### config.mk
export PLATFORM = sky130hd
export DESIGN_NAME = lpu_top
export DESIGN_NICKNAME = d
export VERILOG_FILES = /design/src/lpu_unpack.v /design/src/lpu_top.v
export VERILOG_INCLUDE_DIRS = /design/src /design/src/src
export SDC_FILE = /design/constraint.sdc
export NUM_CORES = 1
export LEC_CHECK = 0
export ABC_AREA = 1
export BUFFER_PORTS_ARGS = -buffer_cell sky130_fd_sc_hd__buf_2
export CORE_AREA = 2 2 395 201
export DETAILED_ROUTE_END_ITERATION = 12
export DIE_AREA = 0 0 397 203
export PLACE_DENSITY_LB_ADDON = 0.08
export SETUP_SLACK_MARGIN = 0.3
export SYNTH_ARGS = -nofsm -noshare
export SYNTH_HDL_FRONTEND = slang
export SYNTH_SLANG_ARGS = --single-unit
### constraint.sdc
create_clock -name SYS_CLK -period 21.7 [get_ports SYS_CLK]
set_clock_uncertainty 0.2 [all_clocks]
set_input_delay 4.34 -clock SYS_CLK [delete_from_list [all_inputs] [get_ports SYS_CLK]]
set_output_delay 4.34 -clock SYS_CLK [all_outputs]
set_load 0.01 [all_outputs]
### src/lpu_consts.vh
/*
  constants of the pixel unpack and display timing block: register byte
  offsets, field positions, reset values and mode codes.
  assumes it is included once per file by its bare name.
*/
`ifndef LPU_CONSTS_VH
`define LPU_CONSTS_VH
// ----------------------------------------------------------------------
// register byte offsets
// ----------------------------------------------------------------------
`define LPU_OFS_CTRL1 12'h000
`define LPU_OFS_CTRL2 12'h004
`define LPU_OFS_CTRL3 12'h008
`define LPU_OFS_CTRL4 12'h00c
`define LPU_OFS_CTRL5 12'h010
// ----------------------------------------------------------------------
// reset values
// ----------------------------------------------------------------------
`define LPU_RST_WORD 32'h0000_0000
// ----------------------------------------------------------------------
// control one fields
// ----------------------------------------------------------------------
`define LPU_C1_ENABLE 0
`define LPU_C1_BPP 4:1
`define LPU_C1_PANEL 6:5
`define LPU_C1_ACSEL 7
`define LPU_C1_DIV 17:8
`define LPU_C1_LINE_COUNT_STATUS 27:18
// ----------------------------------------------------------------------
// control two to four fields
// ----------------------------------------------------------------------
`define LPU_C2_VBP 31:24
`define LPU_C2_VSIZE 23:14
`define LPU_C2_VFP 13:6
`define LPU_C2_VSW 5:0
`define LPU_C3_HBP 31:24
`define LPU_C3_HSIZE 18:8
`define LPU_C3_HFP 7:0
`define LPU_C4_ACCNT 15:8
`define LPU_C4_HSW 7:0
// ----------------------------------------------------------------------
// control five fields
// ----------------------------------------------------------------------
`define LPU_C5_SELF_REFRESH_ENABLE 0
`define LPU_C5_BSWAP 1
`define LPU_C5_HWSWAP 2
`define LPU_C5_SR_ACTIVE 8
`define LPU_C5_VISIBLE 9
// ----------------------------------------------------------------------
// mode codes
// ----------------------------------------------------------------------
`define LPU_PANEL_ACTIVE 2'h3
`define LPU_BPP_P1 4'h0
`define LPU_BPP_P2 4'h1
`define LPU_BPP_P4 4'h2
`define LPU_BPP_P8 4'h3
`define LPU_BPP_P12 4'h4
`define LPU_BPP_A1 4'h8
`define LPU_BPP_A2 4'h9
`define LPU_BPP_A4 4'ha
`define LPU_BPP_A8 4'hb
`define LPU_BPP_A16 4'hc
`define LPU_STN_MIN_DIV 10'h001
`endif

### src/lpu_unpack.v
/*
  pixel selector: picks one pixel out of a buffered group of frame words.
  assumes the caller holds the group stable and walks the index in order.
*/
`timescale 1ns/1ps
`default_nettype none
`include "lpu_consts.vh"
module lpu_unpack (
  input wire [95:0] group_words,
  input wire [4:0] pixel_index,
  input wire [3:0] bpp_mode,
  input wire byte_swap,
  input wire halfword_swap,
  output reg [15:0] pixel
);
  // ----------------------------------------------------------------------
  // selection
  // ----------------------------------------------------------------------
  wire [31:0] w0 = group_words[95:64]; // first word of the group
  reg [6:0] nib; // nibble position from the top of the group
  reg [4:0] bi; // bit index within the word
  reg [1:0] byte_no; // byte within the word
  // combinational pick of the current pixel
  always @* begin
    nib = 7'h00;
    bi = 5'h00;
    byte_no = 2'h0;
    pixel = 16'h0000;
    case (bpp_mode)
      `LPU_BPP_P12: begin
        // three nibbles per pixel, msb first across three words
        nib = {2'h0, pixel_index} * 7'h03;
        pixel = {4'h0, group_words[7'h5f - {nib[4:0], 2'h0} -: 4],
          group_words[7'h5b - {nib[4:0], 2'h0} -: 4],
          group_words[7'h57 - {nib[4:0], 2'h0} -: 4]};
      end
      `LPU_BPP_A16: begin
        // upper half first unless halfword swap
        if (pixel_index[0] ^ halfword_swap) begin
          pixel = w0[15:0];
        end else begin
          pixel = w0[31:16];
        end
      end
      `LPU_BPP_P8, `LPU_BPP_A8: begin
        byte_no = byte_swap ? pixel_index[1:0] : 2'h3 - pixel_index[1:0];
        pixel = {8'h00, w0[{byte_no, 3'h7} -: 8]};
      end
      `LPU_BPP_P4, `LPU_BPP_A4: begin
        // swap moves whole bytes, nibble order inside a byte is kept
        byte_no = byte_swap ? pixel_index[2:1] : 2'h3 - pixel_index[2:1];
        pixel = {12'h000, w0[{byte_no, ~pixel_index[0], 2'h3} -: 4]};
      end
      `LPU_BPP_P2, `LPU_BPP_A2: begin
        bi = 5'h1f - {pixel_index[3:0], 1'b0};
        pixel = {14'h0000, w0[bi -: 2]};
      end
      default: begin
        bi = 5'h1f - pixel_index;
        pixel = {15'h0000, w0[bi]};
      end
    endcase
  end
endmodule // lpu_unpack
`default_nettype wire

### src/lpu_top.v
/*
  pixel unpack and display timing block with an apb register slave.
  assumes a frame-buffer master feeding words on the same clock, palette
  lookup outside this block, and an apb master on SYS_CLK.
*/
// What this block does
// - 12 bpp unpacks three words into eight pixels
// - self-refresh begins at the next line start
// - self-refresh freezes pixel clock low and data
// - clearing the control bit leaves self-refresh
// - passive data shifts on pixel clock, line pulse
// - ac bias toggles per frame or per lines
// - select bit chooses frame or count rate
// - active mode makes syncs, clock, enable, line end
// - frame pulse marks each frame start
// - active pixel clock is bus over twice divider+1
// - frame period sums sync, porches, visible lines
// - palette modes 1/2/4/8 bpp, direct 16 bpp
// - 16 bpp upper half first, swap reverses
// - unswapped pixels taken from word msb down
// - byte swap uses low byte first in 4 and 8 bpp
// - keeps running alone on its divided clock
// - line count status counts vertical size down
`timescale 1ns/1ps
`default_nettype none
`include "lpu_consts.vh"
module lpu_top (
  input wire SYS_CLK,
  input wire RESETN,
  input wire PSEL,
  input wire PENABLE,
  input wire PWRITE,
  input wire [11:0] PADDR,
  input wire [31:0] PWDATA,
  output wire [31:0] PRDATA,
  output wire PREADY,
  output wire PSLVERR,
  input wire [31:0] FRAME_WORD,
  input wire FRAME_WORD_VALID,
  output wire FRAME_WORD_READY,
  output wire [15:0] VIDEO_DATA_OUT,
  output wire PIXEL_CLOCK_OUT,
  output wire FRAME_PULSE_OUT,
  output wire LINE_PULSE_OUT,
  output wire DATA_ENABLE_OUT,
  output wire LINE_END_OUT,
  output wire AC_BIAS_OUT
);
  // ----------------------------------------------------------------------
  // register storage
  // ----------------------------------------------------------------------
  reg [31:0] ctrl1_reg; // enable, bpp, panel, ac select, divider
  reg [31:0] ctrl2_reg; // vertical timing
  reg [31:0] ctrl3_reg; // horizontal size and porches
  reg [31:0] ctrl4_reg; // ac count and horizontal sync width
  reg [2:0] ctrl5_reg; // self refresh and swaps
  reg [31:0] prdata_reg; // read data captured in setup phase
  reg slverr_reg; // unmapped address flag
  // ----------------------------------------------------------------------
  // decoded fields
  // ----------------------------------------------------------------------
  wire enable = ctrl1_reg[`LPU_C1_ENABLE];
  wire [3:0] bpp = ctrl1_reg[`LPU_C1_BPP];
  wire active_panel = (ctrl1_reg[`LPU_C1_PANEL] == `LPU_PANEL_ACTIVE);
  wire ac_sel = ctrl1_reg[`LPU_C1_ACSEL];
  wire [9:0] divider = ctrl1_reg[`LPU_C1_DIV];
  wire [7:0] vbp = ctrl2_reg[`LPU_C2_VBP];
  wire [9:0] vsize = ctrl2_reg[`LPU_C2_VSIZE];
  wire [7:0] vfp = ctrl2_reg[`LPU_C2_VFP];
  wire [5:0] vsw = ctrl2_reg[`LPU_C2_VSW];
  wire [7:0] hbp = ctrl3_reg[`LPU_C3_HBP];
  wire [10:0] hsize = ctrl3_reg[`LPU_C3_HSIZE];
  wire [7:0] hfp = ctrl3_reg[`LPU_C3_HFP];
  wire [7:0] ac_count = ctrl4_reg[`LPU_C4_ACCNT];
  wire [7:0] hsw = ctrl4_reg[`LPU_C4_HSW];
  wire sr_request = ctrl5_reg[`LPU_C5_SELF_REFRESH_ENABLE];
  // ----------------------------------------------------------------------
  // timing state
  // ----------------------------------------------------------------------
  reg [9:0] div_cnt_reg; // bus cycles within a half pixel period
  reg pclk_reg; // internal pixel clock, keeps running in self refresh
  reg pclk_out_reg; // pixel clock as seen on the pin
  reg [12:0] h_cnt_reg; // pixel position in the line
  reg [11:0] v_cnt_reg; // line position in the frame
  reg [9:0] line_count_status_reg; // visible lines left in the frame
  reg sr_active_reg; // self refresh in force
  reg ac_bias_reg; // ac bias level
  reg [7:0] ac_cnt_reg; // line pulses since the last toggle
  reg frame_reg; // frame pulse / vertical sync
  reg line_reg; // line pulse / horizontal sync
  reg den_reg; // data enable
  reg line_end_out_reg; // line end strobe
  reg [15:0] vd_reg; // video data on the pins
  // ----------------------------------------------------------------------
  // pixel buffer state
  // ----------------------------------------------------------------------
  reg [95:0] grp_reg; // up to three words of one pixel group
  reg [1:0] fill_reg; // words held in the group
  reg [4:0] idx_reg; // next pixel inside the group
  wire [15:0] pix_sel; // pixel picked from the group
  // ----------------------------------------------------------------------
  // pixel clock divider
  // ----------------------------------------------------------------------
  // active panels use divider+1 bus cycles per half period, passive use
  // the divider itself, never less than one
  wire [10:0] half_cycles = active_panel ? ({1'b0, divider} + 11'h001) :
    ((divider < `LPU_STN_MIN_DIV) ? {1'b0, `LPU_STN_MIN_DIV} : {1'b0, divider});
  wire half_done = ({1'b0, div_cnt_reg} + 11'h001 >= half_cycles);
  wire pix_tick = enable & half_done & pclk_reg; // falling edge of pixel clock
  // ----------------------------------------------------------------------
  // geometry
  // ----------------------------------------------------------------------
  // sync widths are field+1, porches as programmed, sizes are field+1
  wire [12:0] h_vis_start = {5'h00, hsw} + 13'h0001 + {5'h00, hbp};
  wire [12:0] h_vis_end = h_vis_start + {2'h0, hsize} + 13'h0001;
  wire [12:0] h_total = h_vis_end + {5'h00, hfp};
  wire [11:0] v_vis_start = {6'h00, vsw} + 12'h001 + {4'h0, vbp};
  wire [11:0] v_vis_end = v_vis_start + {2'h0, vsize} + 12'h001;
  wire [11:0] v_total = v_vis_end + {4'h0, vfp};
  wire line_last = (h_cnt_reg + 13'h0001 >= h_total);
  wire frame_last = (v_cnt_reg + 12'h001 >= v_total);
  wire h_visible = (h_cnt_reg >= h_vis_start) && (h_cnt_reg < h_vis_end);
  wire v_visible = (v_cnt_reg >= v_vis_start) && (v_cnt_reg < v_vis_end);
  wire visible = h_visible & v_visible;
  // position the counters reach at the next tick, so the pixel loaded at the
  // falling clock lines up with the data enable seen at the following rise
  wire [12:0] h_next = line_last ? 13'h0000 : h_cnt_reg + 13'h0001;
  wire [11:0] v_next = line_last ? (frame_last ? 12'h000 : v_cnt_reg + 12'h001) : v_cnt_reg;
  wire visible_next = (h_next >= h_vis_start) && (h_next < h_vis_end) &&
    (v_next >= v_vis_start) && (v_next < v_vis_end);
  wire line_tick = pix_tick & line_last; // end of every line
  wire frame_tick = line_tick & frame_last; // end of every frame
  // ----------------------------------------------------------------------
  // group size per mode
  // ----------------------------------------------------------------------
  // words per group and last pixel index, used by fetch and output
  function [6:0] lpu_group_shape;
    input [3:0] mode;
    begin
      case (mode)
        `LPU_BPP_P12: lpu_group_shape = {2'h3, 5'h07};
        `LPU_BPP_A16: lpu_group_shape = {2'h1, 5'h01};
        `LPU_BPP_P8, `LPU_BPP_A8: lpu_group_shape = {2'h1, 5'h03};
        `LPU_BPP_P4, `LPU_BPP_A4: lpu_group_shape = {2'h1, 5'h07};
        `LPU_BPP_P2, `LPU_BPP_A2: lpu_group_shape = {2'h1, 5'h0f};
        default: lpu_group_shape = {2'h1, 5'h1f};
      endcase
    end
  endfunction
  wire [6:0] shape = lpu_group_shape(bpp);
  wire [1:0] grp_words = shape[6:5];
  wire [4:0] grp_last = shape[4:0];
  wire grp_full = (fill_reg == grp_words);
  // fetch stalls while self refresh holds the picture
  assign FRAME_WORD_READY = enable & ~grp_full & ~sr_active_reg;
  wire word_take = FRAME_WORD_READY & FRAME_WORD_VALID;
  // no pixel is taken unless the pin clock showed a full high phase first
  wire pix_take = pix_tick & visible_next & ~sr_active_reg & grp_full & pclk_out_reg;
  // ----------------------------------------------------------------------
  // pixel picker
  // ----------------------------------------------------------------------
  lpu_unpack u_unpack (
    .group_words(grp_reg),
    .pixel_index(idx_reg),
    .bpp_mode(bpp),
    .byte_swap(ctrl5_reg[`LPU_C5_BSWAP]),
    .halfword_swap(ctrl5_reg[`LPU_C5_HWSWAP]),
    .pixel(pix_sel)
  );
  // ----------------------------------------------------------------------
  // apb slave
  // ----------------------------------------------------------------------
  wire setup = PSEL & ~PENABLE;
  wire wr_access = PSEL & PENABLE & PWRITE;
  // address check behind the error flag at setup; the write path decodes PADDR itself
  function lpu_mapped;
    input [11:0] a;
    begin
      lpu_mapped = (a == `LPU_OFS_CTRL1) || (a == `LPU_OFS_CTRL2) ||
        (a == `LPU_OFS_CTRL3) || (a == `LPU_OFS_CTRL4) || (a == `LPU_OFS_CTRL5);
    end
  endfunction
  // read data and error captured at setup, shown through the access phase
  always @(posedge SYS_CLK or negedge RESETN) begin
    if (!RESETN) begin
      prdata_reg <= `LPU_RST_WORD;
      slverr_reg <= 1'b0;
    end else if (setup) begin
      slverr_reg <= ~lpu_mapped(PADDR);
      case (PADDR)
        `LPU_OFS_CTRL1: begin
          prdata_reg <= {4'h0, line_count_status_reg, ctrl1_reg[17:0]};
        end
        `LPU_OFS_CTRL2: prdata_reg <= ctrl2_reg;
        `LPU_OFS_CTRL3: prdata_reg <= ctrl3_reg;
        `LPU_OFS_CTRL4: prdata_reg <= ctrl4_reg;
        `LPU_OFS_CTRL5: begin
          prdata_reg <= {22'h000000, visible, sr_active_reg, 5'h00, ctrl5_reg};
        end
        default: prdata_reg <= `LPU_RST_WORD;
      endcase
    end
  end
  // register writes take effect at the access edge
  always @(posedge SYS_CLK or negedge RESETN) begin
    if (!RESETN) begin
      ctrl1_reg <= `LPU_RST_WORD;
      ctrl2_reg <= `LPU_RST_WORD;
      ctrl3_reg <= `LPU_RST_WORD;
      ctrl4_reg <= `LPU_RST_WORD;
      ctrl5_reg <= 3'h0;
    end else if (wr_access) begin
      case (PADDR)
        `LPU_OFS_CTRL1: ctrl1_reg <= {14'h0000, PWDATA[17:0]}; // line count is read only
        `LPU_OFS_CTRL2: ctrl2_reg <= PWDATA;
        `LPU_OFS_CTRL3: ctrl3_reg <= {PWDATA[31:24], 5'h00, PWDATA[18:0]};
        `LPU_OFS_CTRL4: ctrl4_reg <= {16'h0000, PWDATA[15:0]};
        `LPU_OFS_CTRL5: ctrl5_reg <= PWDATA[2:0];
        default: ctrl5_reg <= ctrl5_reg; // unmapped writes are dropped
      endcase
    end
  end
  assign PRDATA = prdata_reg;
  assign PREADY = 1'b1;
  assign PSLVERR = PSEL & PENABLE & slverr_reg;
  // ----------------------------------------------------------------------
  // pixel clock
  // ----------------------------------------------------------------------
  // the divider runs only from SYS_CLK, so the block keeps working when the
  // system feeds it alone with a slowed clock
  always @(posedge SYS_CLK or negedge RESETN) begin
    if (!RESETN) begin
      div_cnt_reg <= 10'h000;
      pclk_reg <= 1'b0;
      pclk_out_reg <= 1'b0;
    end else if (!enable) begin
      div_cnt_reg <= 10'h000;
      pclk_reg <= 1'b0;
      pclk_out_reg <= 1'b0;
    end else begin
      if (half_done) begin
        div_cnt_reg <= 10'h000;
        pclk_reg <= ~pclk_reg;
      end else begin
        div_cnt_reg <= div_cnt_reg + 10'h001;
      end
      // pin clock held low while self refresh holds the panel; it only moves
      // at internal transitions, so leaving self refresh gives no short pulse
      if (half_done) begin
        pclk_out_reg <= ~pclk_reg & ~sr_active_reg;
      end else begin
        pclk_out_reg <= pclk_out_reg & ~sr_active_reg;
      end
    end
  end
  // ----------------------------------------------------------------------
  // line and frame counters
  // ----------------------------------------------------------------------
  // counters keep stepping in self refresh so sync pulses continue
  always @(posedge SYS_CLK or negedge RESETN) begin
    if (!RESETN) begin
      h_cnt_reg <= 13'h0000;
      v_cnt_reg <= 12'h000;
      line_count_status_reg <= 10'h000;
    end else if (!enable) begin
      h_cnt_reg <= 13'h0000;
      v_cnt_reg <= 12'h000;
      line_count_status_reg <= vsize;
    end else if (pix_tick) begin
      if (line_last) begin
        h_cnt_reg <= 13'h0000;
        v_cnt_reg <= frame_last ? 12'h000 : v_cnt_reg + 12'h001;
        if (frame_last) begin
          line_count_status_reg <= vsize;
        end else if (v_visible && line_count_status_reg != 10'h000) begin
          line_count_status_reg <= line_count_status_reg - 10'h001;
        end
      end else begin
        h_cnt_reg <= h_cnt_reg + 13'h0001;
      end
    end
  end
  // ----------------------------------------------------------------------
  // self refresh control
  // ----------------------------------------------------------------------
  // entry waits for a line boundary, exit follows the bit at once
  always @(posedge SYS_CLK or negedge RESETN) begin
    if (!RESETN) begin
      sr_active_reg <= 1'b0;
    end else if (!sr_request || !enable) begin
      sr_active_reg <= 1'b0;
    end else if (line_tick) begin
      sr_active_reg <= 1'b1;
    end
  end
  // ----------------------------------------------------------------------
  // sync, enable and ac bias outputs
  // ----------------------------------------------------------------------
  always @(posedge SYS_CLK or negedge RESETN) begin
    if (!RESETN) begin
      frame_reg <= 1'b0;
      line_reg <= 1'b0;
      den_reg <= 1'b0;
      line_end_out_reg <= 1'b0;
      ac_bias_reg <= 1'b0;
      ac_cnt_reg <= 8'h00;
    end else if (!enable) begin
      frame_reg <= 1'b0;
      line_reg <= 1'b0;
      den_reg <= 1'b0;
      line_end_out_reg <= 1'b0;
      ac_bias_reg <= 1'b0;
      ac_cnt_reg <= 8'h00;
    end else begin
      if (active_panel) begin
        // syncs at the head of the frame and of each line
        frame_reg <= (v_cnt_reg <= {6'h00, vsw});
        line_reg <= (h_cnt_reg <= {5'h00, hsw});
        den_reg <= visible & ~sr_active_reg;
      end else begin
        // passive: frame pulse spans the first line, line pulse follows data
        frame_reg <= (v_cnt_reg == 12'h000);
        line_reg <= (h_cnt_reg >= h_vis_end);
        den_reg <= 1'b0;
      end
      line_end_out_reg <= line_tick;
      if (ac_sel) begin
        if (line_tick) begin
          if (ac_cnt_reg >= ac_count) begin
            ac_cnt_reg <= 8'h00;
            ac_bias_reg <= ~ac_bias_reg;
          end else begin
            ac_cnt_reg <= ac_cnt_reg + 8'h01;
          end
        end
      end else begin
        ac_cnt_reg <= 8'h00;
        if (frame_tick) begin
          ac_bias_reg <= ~ac_bias_reg;
        end
      end
    end
  end
  // ----------------------------------------------------------------------
  // word buffer and pixel output
  // ----------------------------------------------------------------------
  always @(posedge SYS_CLK or negedge RESETN) begin
    if (!RESETN) begin
      grp_reg <= 96'h0;
      fill_reg <= 2'h0;
      idx_reg <= 5'h00;
      vd_reg <= 16'h0000;
    end else if (!enable) begin
      fill_reg <= 2'h0;
      idx_reg <= 5'h00;
      vd_reg <= 16'h0000;
    end else begin
      if (word_take) begin
        // words fill the group from the top down
        case (fill_reg)
          2'h0: grp_reg[95:64] <= FRAME_WORD;
          2'h1: grp_reg[63:32] <= FRAME_WORD;
          default: grp_reg[31:0] <= FRAME_WORD;
        endcase
        fill_reg <= fill_reg + 2'h1;
      end else if (pix_take) begin
        vd_reg <= pix_sel;
        if (idx_reg >= grp_last) begin
          idx_reg <= 5'h00;
          fill_reg <= 2'h0;
        end else begin
          idx_reg <= idx_reg + 5'h01;
        end
      end else if (pix_tick & visible_next & ~sr_active_reg & pclk_out_reg) begin
        vd_reg <= 16'h0000; // underrun shows black
      end
      // in self refresh vd_reg is left untouched, holding the last pixel
    end
  end
  // ----------------------------------------------------------------------
  // pins
  // ----------------------------------------------------------------------
  assign VIDEO_DATA_OUT = vd_reg;
  assign PIXEL_CLOCK_OUT = pclk_out_reg;
  assign FRAME_PULSE_OUT = frame_reg;
  assign LINE_PULSE_OUT = line_reg;
  assign DATA_ENABLE_OUT = den_reg;
  assign LINE_END_OUT = line_end_out_reg;
  assign AC_BIAS_OUT = ac_bias_reg;
endmodule // lpu_top
`default_nettype wire

==> summary.txt, run 1 <==
Global routing
  – Initial antenna violation count: 1
  – First-pass GRT wire length: between 100000 and 150000 µm
  – Number of global-route vias before repair: between 20000 and 25000
  – Largest net degree at the start of global routing: 89
  – GRT Resource Usage Total: 0.223
  – GRT overflow: 0

Power
  – NetSw: between 300 and 400 µW
  – Power per Cell Area: around 50 nW/µm²
  – Leakage power: about 13 nW
  – Internal: approximately 960 µW
  – Clock power frac: 0.512
  – Total Power: approximately 1.3 mW
  – Comb pwr share: 0.037
  – Worst-case vdd ir drop: approximately 0.00005 V
  – Reg power frac: 0.451
  – Sw frac: 0.254

Die
  – Die Height: 203 µm
  – Core Region: slightly below 80000 µm²
  – Top Ports: around 140
  – Initial Util: 0.300
  – Die area: between 80000 and 90000 µm²
  – Row count: between 70 and 80
  – Die width: roughly 400 µm

Timing
  – Final setup violation count: 0
  – Fin. Hold Viols: 0
  – Final worst path period need: 9240 ps
  – Fmax: 108 MHz
  – Setup TNS Final: 0 ps
  – Worst-Margin Slew: between 1000 and 1500 ps
  – Fin. max-slew vios: 0
  – Part of the cycle the worst path needs: 0.426
  – Slew HR: 0.228
  – Setup repair after global routing missed its margin: false

Yosys
  – EDFF count, synth: 0
  – Yosys reg bits: approximately 300
  – Ys Warns: 0
  – Synth Instances: 3202
  – Syn_area_per_cell: a little over 7 µm²
  – Mapped Area: about 23000 µm²
  – Post-synth top flop: dfrtp_1
  – FFs w/ async S/R, synth: 1.00
  – Synth cell types: 65
  – Register area share after synthesis: 0.336

Setup path
  – Kind of critical path: input port to output pin
  – Critical path endpoint category: output pin
  – Critical path fanouts, max: 2
  – Worst EP required: 17160 ps
  – Worst setup SP type: input port
  – Arrival @ worst endpoint: 4700 ps

Final layout
  – Commonest non-fill, non-tap cell in the layout: nand2_1
  – Most frequent cells in the layout: 767 x nand2_1, 467 x inv_1, 399 x o21ai_0, 308 x dfrtp_1, 201 x ha_1
  – Nets: ~3600
  – Share of cells above drive strength 1: 0.0879
  – Max reg flops: 96
  – Fin area: ~26000 µm²
  – Layout overhead on the synthesized area: 13.0%

Clock tree
  – Hold-fix buffers, CTS: 0
  – CTS tree: yes
  – Clk slew on worst S/H paths: around 60 ps
  – CTS buffer count: 36
  – Worst skew pair latency: slightly below 600 ps
  – CTS Root Cell: clkbuf_16
  – Setup bufs post-CTS: 0
  – CTS resizes: 0
  – Clk sinks: a little over 300
  – H-tree levels: 2
  – Clock Path Buffers: 3

Routing
  – Final WL: 90300 µm
  – First-pass DRT Iterations: 5
  – Drt drc: 0
  – ANT nets after route: 0
  – Vias/cell: 5.01
  – DRT iter0 DRCs: ~1600
  – Routed len/inst: about 21 µm
  – Vias post-DR: around 22000

Worst hold path
  – HP Class: flop to flop

Placed design
  – HPWL Detailed: 69700 µm
  – Buffers on Ports: about 140
  – Routability cong.: 0.919
  – Placement Cell Area: 24800 µm²

Outcome
  – Status: finished clean

Flow run
  – Max_cap viols: 0
[metrics by stage]
stage	instances	setup WS, ps	hold WS, ps	util
2_1_floorplan	3204	12610	253	-
3_3_place_gp	4293	12440	256	0.323
3_5_place_dp	4293	12450	261	0.323
4_1_cts	4357	12450	281	0.339
5_1_grt	4357	12370	297	0.339
6_report	4358	12460	278	0.339
[cell families (layout without fill, tap and decap cells)]
group	after synthesis	count (layout)	synth area share
adder cells (fa/ha/maj)	209	209	0.116
other	1	4	0.000163
AO/OA/AOI/OAI	764	764	0.188
XOR/XNOR	85	85	0.0330
flip-flops	309	309	0.336
buffers and inverters	595	712	0.0991
multiplexers	12	12	0.00581
AND/OR/NAND/NOR	1227	1227	0.223
[per-layer routing]
metal  wire length (µm)  vias up  part of all wire  GRT usage
met3               4570       98             0.051     0.0326
met1              42600    10400              0.47      0.311
li1                   -    10800                 -          -
met2              40900      528              0.45      0.358
met5                  0        -                 0          0
met4               2220        0             0.025     0.0584
[power groups by stage]
stage | combinational [mW] | clock, mW | sequential [mW]
6_report | 0.0476 | 0.659 | 0.580
5_1_grt | 0.0536 | 0.699 | 0.580
4_1_cts | 0.0495 | 0.677 | 0.580
3_5_place_dp | 0.0493 | 0 | 0.591
3_3_place_gp | 0.0492 | 0 | 0.591
2_1_floorplan | 0.0129 | 0 | 0.590
[critical path, cell delays in order]
cell	delay [ps]
buf_2	90
nand2_1	60
nor2_1	80
buf_2	130
[synthesized netlist by cell type, types with 13 or more instances]
| master | instances | area [µm²] |
|---|---|---|
| inv_1 | 467 | 1750 |
| a21oi_1 | 148 | 741 |
| a22o_1 | 13 | 114 |
| nand3_1 | 150 | 751 |
| o21ai_0 | 399 | 2000 |
| nor2_1 | 188 | 706 |
| nor3_1 | 37 | 185 |
| nand4_1 | 31 | 194 |
| dfrtp_1 | 309 | 7730 |
| nand2_1 | 767 | 2880 |
| clkbuf_1 | 81 | 304 |
| buf_2 | 20 | 100 |
| o211ai_1 | 22 | 165 |
| xor2_1 | 74 | 648 |
| ha_1 | 202 | 2530 |
| a211oi_1 | 15 | 113 |
| o22ai_1 | 71 | 444 |
| o221ai_1 | 19 | 166 |
[worst paths after layout]
check / start / to / slack (ps) / depth (start not counted)
worst max-delay path: PENABLE / PSLVERR / 12460 / 4
worst min-delay path: VIDEO_DATA_OUT[5] / VIDEO_DATA_OUT[5] / 280 / 2
worst max register to register: ctrl4_reg[0] / idx_reg[1] / 13290 / 46
worst min register to register: VIDEO_DATA_OUT[5] / VIDEO_DATA_OUT[5] / 280 / 2
max in group asynchronous: RESETN / PRDATA[5] / 16290 / 2
min in group asynchronous: RESETN / grp_reg[8] / 3550 / 1
[final cells by class]
cell class                 count  area, µm²
timing repair buffer         166        913
antenna                        1       2.50
fill                        8362      50800
inverter                     482       1810
sequential                   309       7740
clock inverter                12        136
multi-input combinational   2300      13100
tap                         1036       1300
clock buffer                  52       1070
No activity file was read; power rests on OpenSTA's default activity.
==> run 2: changes to the inputs <==
ABC_AREA = 0   (was 1)
clock period = 8.7 ns   (was 21.7 ns; I/O delays follow)
==> summary.txt, run 2 <==
Outcome
  – Status: finished clean

Final layout
  – Commonest non-fill, non-tap cell in the layout: dfrtp_1
  – Final design utilization: 0.344 (+0.00555)
  – Fin area: 26500 µm² (+1.6%)
  – Share of cells above drive strength 1: 0.261 (+0.173)
  – Nets: 2655 (-26%)
  – Max reg flops: 96 (unchanged)
  – Most frequent cells in the layout: 307 x dfrtp_1, 196 x ha_1, 193 x nand2_1, 181 x mux2_2, 136 x buf_2
  – Layout overhead on the synthesized area: 15.3%

Worst hold path
  – HP Class: flop to flop

Timing
  – Worst-Margin Slew: 1100 ps (-50.0 ps)
  – Fin. max-slew vios: 0 (unchanged)
  – Fin. Hold Viols: 0 (unchanged)
  – Fmax: about 130 MHz
  – Final worst path period need: a little under 8000 ps
  – Part of the cycle the worst path needs: 0.905
  – Setup repair after global routing missed its margin: false
  – Final setup violation count: 0 (unchanged)
  – Setup TNS Final: 0 ps (unchanged)
  – Slew HR: 0.256 (+0.0277)

Clock tree
  – CTS buffer count: 35 (-2.8%)
  – Hold-fix buffers, CTS: 0 (unchanged)
  – CTS tree: yes
  – CTS Root Cell: clkbuf_16
  – H-tree levels: 2 (unchanged)
  – Clk slew on worst S/H paths: 60 ps (about the same)
  – Clock Path Buffers: 3 (unchanged)
  – Worst skew pair latency: 580 ps (about the same)
  – Clk sinks: 309 (unchanged)

Yosys
  – Synth area leader: dfrtp_1
  – Syn_area_per_cell: 10.3 µm² (+43%)
  – Top post-synthesis cells by area: dfrtp_1 34%, ha_1 11%, mux4_2 10%
  – Top-count cell post-synth: dfrtp_1
  – Post-synth top area share: 0.337 (+0.00135)
  – Post-synth top cells: 309 x dfrtp_1, 202 x ha_1, 193 x nand2_1, 181 x mux2_2, 132 x a21oi_1
  – FFs w/ async S/R, synth: 1.00 (unchanged)
  – EDFF count, synth: 0 (unchanged)
  – Ys Warns: 0 (unchanged)
  – Yosys reg bits: 309 (unchanged)
  – Post-synth top flop: dfrtp_1
  – Synth Instances: 2234 (-30%)
  – Synth cell types: 79 (+22%)
  – Register area share after synthesis: 0.337 (+0.00135)
  – Mapped Area: 23000 µm² (-0.40%)

Setup path
  – CP bufs+invs: 6 (+4)
  – Top delay family on crit path: compound AO/OA/AOI/OAI gates
  – Worst setup SP type: flop
  – Critical path fanouts, max: 6 (+4)
  – Worst EP required: 8940 ps (-8220 ps)
  – Arrival @ worst endpoint: 8110 ps (+3410 ps)
  – Crit-path slowest cell: fa_2
  – Slowest stage delay, CP: 410 ps (+280 ps)
  – Critical path endpoint category: flop
  – Kind of critical path: flop to flop

Routing
  – Drt drc: 0 (unchanged)
  – Vias/cell: 5.30 (+5.8%)
  – Final WL: 79100 µm (-12%)
  – DRT iter0 DRCs: 1190 (-23%)
  – First-pass DRT Iterations: 5 (unchanged)
  – ANT nets after route: 0 (unchanged)
  – Routed len/inst: 23.1 µm (+12%)
  – Vias post-DR: 18100 (-17%)

Die
  – Initial Util: 0.299 (-0.00120)
  – Top Ports: 139 (unchanged)
  – Die area: 80600 µm² (unchanged)
  – Core Region: 76800 µm² (unchanged)
  – Row count: 72 (unchanged)
  – Die Height: 203 µm (unchanged)
  – Die width: 397 µm (unchanged)

Global routing
  – GRT Resource Usage Total: 0.197 (-0.0252)
  – First-pass GRT wire length: 120000 µm (-11%)
  – Initial antenna violation count: 1 (unchanged)
  – Largest net degree at the start of global routing: 128 (+44%)
  – Number of global-route vias before repair: 18100 (-15%)
  – GRT overflow: 0 (unchanged)

Placed design
  – Buffers on Ports: 137 (unchanged)
  – Routability cong.: 0.871 (-5.2%)
  – HPWL Detailed: 60000 µm (-14%)
  – Placement Cell Area: 25000 µm² (+0.62%)

Power
  – Leakage power: 11.9 nW (-9.1%)
  – Worst-case vdd ir drop: 0.000124 V (+150%)
  – Power per Cell Area: 201 nW/µm² (+310%)
  – Total Power: 5.33 mW (+310%)

Flow run
  – Max_cap viols: 0 (unchanged)
run 2: worst reg2reg max path, delay by kind of cell (launching register included):
family	cells	cell delay, ps
adders and majority gates	6	1640
buffers and inverters	6	700
DFF	1	390
AOI/OAI and AO/OA	15	2550
and+or+nand+nor	9	2170
xor gates and xnor gates	1	130
run 2: per-layer routing:
layer  routed length (µm)  track usage  vias to the layer above
met5                    0            0                        -
met4                 1520       0.0444                        0
met3                 3320       0.0291                       81
met2                36500        0.317                      366
met1                37800        0.280                     9170
li1                     -            -                     8529
run 2: logic make-up (layout without fill, tap and decap cells):
logic type      after synthesis  after routing  share of synthesized area
xor+xnor                     96             96                     0.0370
mux                         332            332                      0.211
fa+ha+maj                   211            211                      0.117
compound gates              492            492                      0.138
other cells                   1              6                   0.000163
buf+inv                     232            382                     0.0399
flops                       309            309                      0.337
simple gates                561            561                      0.119
run 2: repair_timing:
action	CTS	global route
buffers inserted	2	9
gates resized for setup	6	52
endpoints found under the setup margin	23	23
pin swaps	2	18
hold endpoints to repair	0	0
run 2: path summary, 6_finish.rpt:
| kind | from | to | slack, ps | cells after the start |
|---|---|---|---|---|
| worst max-delay path | ctrl3_reg[24] | idx_reg[4] | 830 | 37 |
| worst min-delay path | PRDATA[15] | PRDATA[15] | 270 | 2 |
| min in group asynchronous | RESETN | grp_reg[91] | 930 | 1 |
| worst max register to register | ctrl3_reg[24] | idx_reg[4] | 830 | 37 |
| max in group asynchronous | RESETN | VIDEO_DATA_OUT[6] | 6050 | 2 |
| worst min register to register | PRDATA[15] | PRDATA[15] | 270 | 2 |
run 2: layout make-up:
cell class | instances | area, µm²
fillers | 7878 | 50400
diodes | 3 | 7.51
well taps | 1036 | 1300
multi-input cells | 1695 | 14600
clock inverters | 15 | 180
repair buffers | 203 | 1210
clock buffers | 44 | 960
flip-flops and latches | 309 | 7740
inverters | 120 | 453
run 2: power breakdown:
| part | internal (mW) | switching (mW) |
|---|---|---|
| clock network | 0.851 | 0.687 |
| logic | 0.971 | 0.709 |
| registers | 1.70 | 0.417 |
run 2: metrics by stage:
stage / hold WS (ps) / instances / setup WS (ps)
after floorplan: 249 / 2236 / 775
after global placement: 262 / 3352 / 217
after detailed placement: 265 / 3352 / 0.668
after CTS: 278 / 3413 / 306
after global routing: 296 / 3422 / 294
final: 273 / 3425 / 830
==> run 3: changes to the inputs <==
CTS_CLUSTER_SIZE = 10   (was unset)
PLACE_DENSITY_LB_ADDON = 0.25   (was 0.08)
==> summary.txt, run 3 (synthesis gave the netlist of run 2 again) <==
Clock tree
  – Clk sinks: 309 (unchanged)
  – Clock Path Buffers: 3 (unchanged)
  – H-tree levels: 2 (unchanged)
  – CTS buffer count: 38 (+8.6%)
  – CTS Root Cell: clkbuf_16
  – CTS tree: yes
  – Clk slew on worst S/H paths: 50 ps (about the same)
  – Worst skew pair latency: 560 ps (-20 ps)

Setup path
  – Kind of critical path: flop to flop
  – Critical path endpoint category: flop
  – Worst setup SP type: flop
  – CP bufs+invs: 5 (-1)
  – Crit-path slowest cell: dfrtp_1
  – Worst EP required: 8980 ps (+40 ps)
  – Top cell by count, worst path: ha_1
  – Top delay family on crit path: compound AO/OA/AOI/OAI gates
  – Slowest stage delay, CP: 440 ps (+30 ps)
  – Critical path fanouts, max: 18 (+12)
  – Arrival @ worst endpoint: 8220 ps (+110 ps)

Final layout
  – Multi-input logic area: 14500 µm² (-0.57%)
  – Layout overhead on the synthesized area: 14.6%
  – Final design utilization: 0.342 (-0.00208)
  – Fillers: 7827 (-0.65%)
  – Post-Layout Cell Count: 3407 (-0.53%)
  – Nets: 2650 (-0.19%)
  – Share of cells above drive strength 1: 0.251 (-0.0102)
  – ANT cells: 0 (-3)
  – Most frequent cells in the layout: 308 x dfrtp_1, 201 x ha_1, 193 x nand2_1, 181 x mux2_2, 136 x buf_2
  – FF/Latch Area: 7740 µm² (about the same)
  – Commonest non-fill, non-tap cell in the layout: dfrtp_1
  – Max reg flops: 96 (unchanged)

Routing
  – DRT iter0 DRCs: 1312 (+10%)
  – Routed len/inst: 21.4 µm (-7.4%)
  – Vias post-DR: 18200 (+0.23%)
  – Drt drc: 0 (unchanged)
  – Vias/cell: 5.34 (+0.76%)
  – First-pass DRT Iterations: 5 (unchanged)
  – ANT nets after route: 0 (unchanged)
  – Final WL: 72900 µm (-7.9%)

Die
  – Die width: 397 µm (unchanged)
  – Top Ports: 139 (unchanged)
  – Row count: 72 (unchanged)
  – Die Height: 203 µm (unchanged)
  – Core Region: 76800 µm² (unchanged)
  – Initial Util: 0.299 (unchanged)
  – Die area: 80600 µm² (unchanged)

Timing
  – Fmax: 126 MHz (-0.90%)
  – Hold Worst Slack: 279 ps (+6.07 ps)
  – Slew HR: 0.123 (-0.133)
  – Final setup violation count: 0 (unchanged)
  – Fin. Hold Viols: 0 (unchanged)
  – Final worst path period need: 7940 ps (+71.8 ps)
  – Part of the cycle the worst path needs: 0.913 (+0.00825)
  – Setup TNS Final: 0 ps (unchanged)
  – Fin. max-slew vios: 0 (unchanged)
  – Worst-Margin Slew: 1310 ps (+207 ps)
  – Setup repair after global routing missed its margin: false

Global routing
  – Initial antenna violation count: 2 (+1)
  – GR peak layer: met2
  – First-pass GRT wire length: 113000 µm (-6.0%)
  – Met3 Use GR: 0.0326 (+0.00345)
  – GRT Resource Usage Total: 0.181 (-0.0162)
  – GR Layer Usage met2: 0.300 (-0.0170)
  – Largest net degree at the start of global routing: 151 (+18%)
  – GRT overflow: 0 (unchanged)
  – GR Util met1: 0.241 (-0.0388)
  – Number of global-route vias before repair: 18200 (+0.35%)

Placed design
  – Buffers on Ports: 137 (unchanged)
  – HPWL Detailed: 54700 µm (-8.8%)
  – Routability cong.: 0.901 (+3.4%)
  – Placed Cells: 3342 (-0.30%)

Power
  – Worst-case vdd ir drop: 0.000124 V (about the same)
  – Power per Cell Area: 201 nW/µm² (-0.38%)
  – Leakage power: 11.9 nW (-0.25%)

Outcome
  – Status: finished clean

Worst hold path
  – HP Class: flop to flop

Flow run
  – Max_cap viols: 0 (unchanged)
## run 3: cell count changes in the layout (fill, tap and decap cells not counted), sizes merged
cell	previous run	this run
clkinvlp	3	0
clkbuf	44	47
buf	203	195
inv	122	120
clkinv	8	3
diode	3	0
## run 3: routing by layer
layer / up-vias / wire length [µm]
met5: - / 26
met3: 113 / 3990
met4: 4 / 2040
met2: 415 / 34600
li1: 8504 / -
met1: 9152 / 32200
## run 3: path summary, 6_finish.rpt
check                              start                end  slack (ps)  cells after the start
max                        ctrl3_reg[26]  VIDEO_DATA_OUT[1]         760                     34
min                           PRDATA[24]         PRDATA[24]         280                      2
max reg2reg                ctrl3_reg[26]  VIDEO_DATA_OUT[1]         760                     34
min reg2reg                   PRDATA[24]         PRDATA[24]         280                      2
max in group asynchronous         RESETN         idx_reg[0]        5920                      2
min in group asynchronous         RESETN        grp_reg[16]        1020                      1
## run 3: area by class of cell
type | count | area share
multi-input combinational | 1695 | 0.553
sequential | 309 | 0.294
tap | 1036 | 0.0493
timing repair buffer | 195 | 0.0440
clock buffer | 47 | 0.0390
inverter | 120 | 0.0171
clock inverter | 5 | 0.00371
## run 3: stage by stage
stage | setup WS, ps | cell area, µm² | power, mW
CTS | 352 | 26000 | 5.31
finish | 758 | 26300 | 5.28
detailed placement | 161 | 24900 | 3.77
floorplan | 775 | 23000 | 3.24
global placement | 377 | 24900 | 3.74
global route | 272 | 26300 | 5.57
## run 3: power breakdown
group	leakage, nW	switching, mW	internal, mW
Combinational	7.50	0.698	0.970
Sequential	3.87	0.397	1.70
Clock	0.548	0.631	0.883
Total	11.9	1.73	3.55
## run 3: worst reg2reg max path, delay by kind of cell, from the launching register on
kind	cells	cell delay [ps]
adder cells (fa/ha/maj)	5	1700
flip-flops	1	440
XOR/XNOR	1	230
buffers and inverters	5	830
AND/OR/NAND/NOR	9	1940
AO/OA/AOI/OAI	14	2540
## run 3: timing repair
item / 4_1_cts / 5_1_grt
pin swaps: 0 / 12
setup endpoints to repair: 21 / 23
gates resized for setup: 2 / 43
hold buffers: 0 / 0
gates cloned: 0 / 1
buffers inserted: 2 / 10
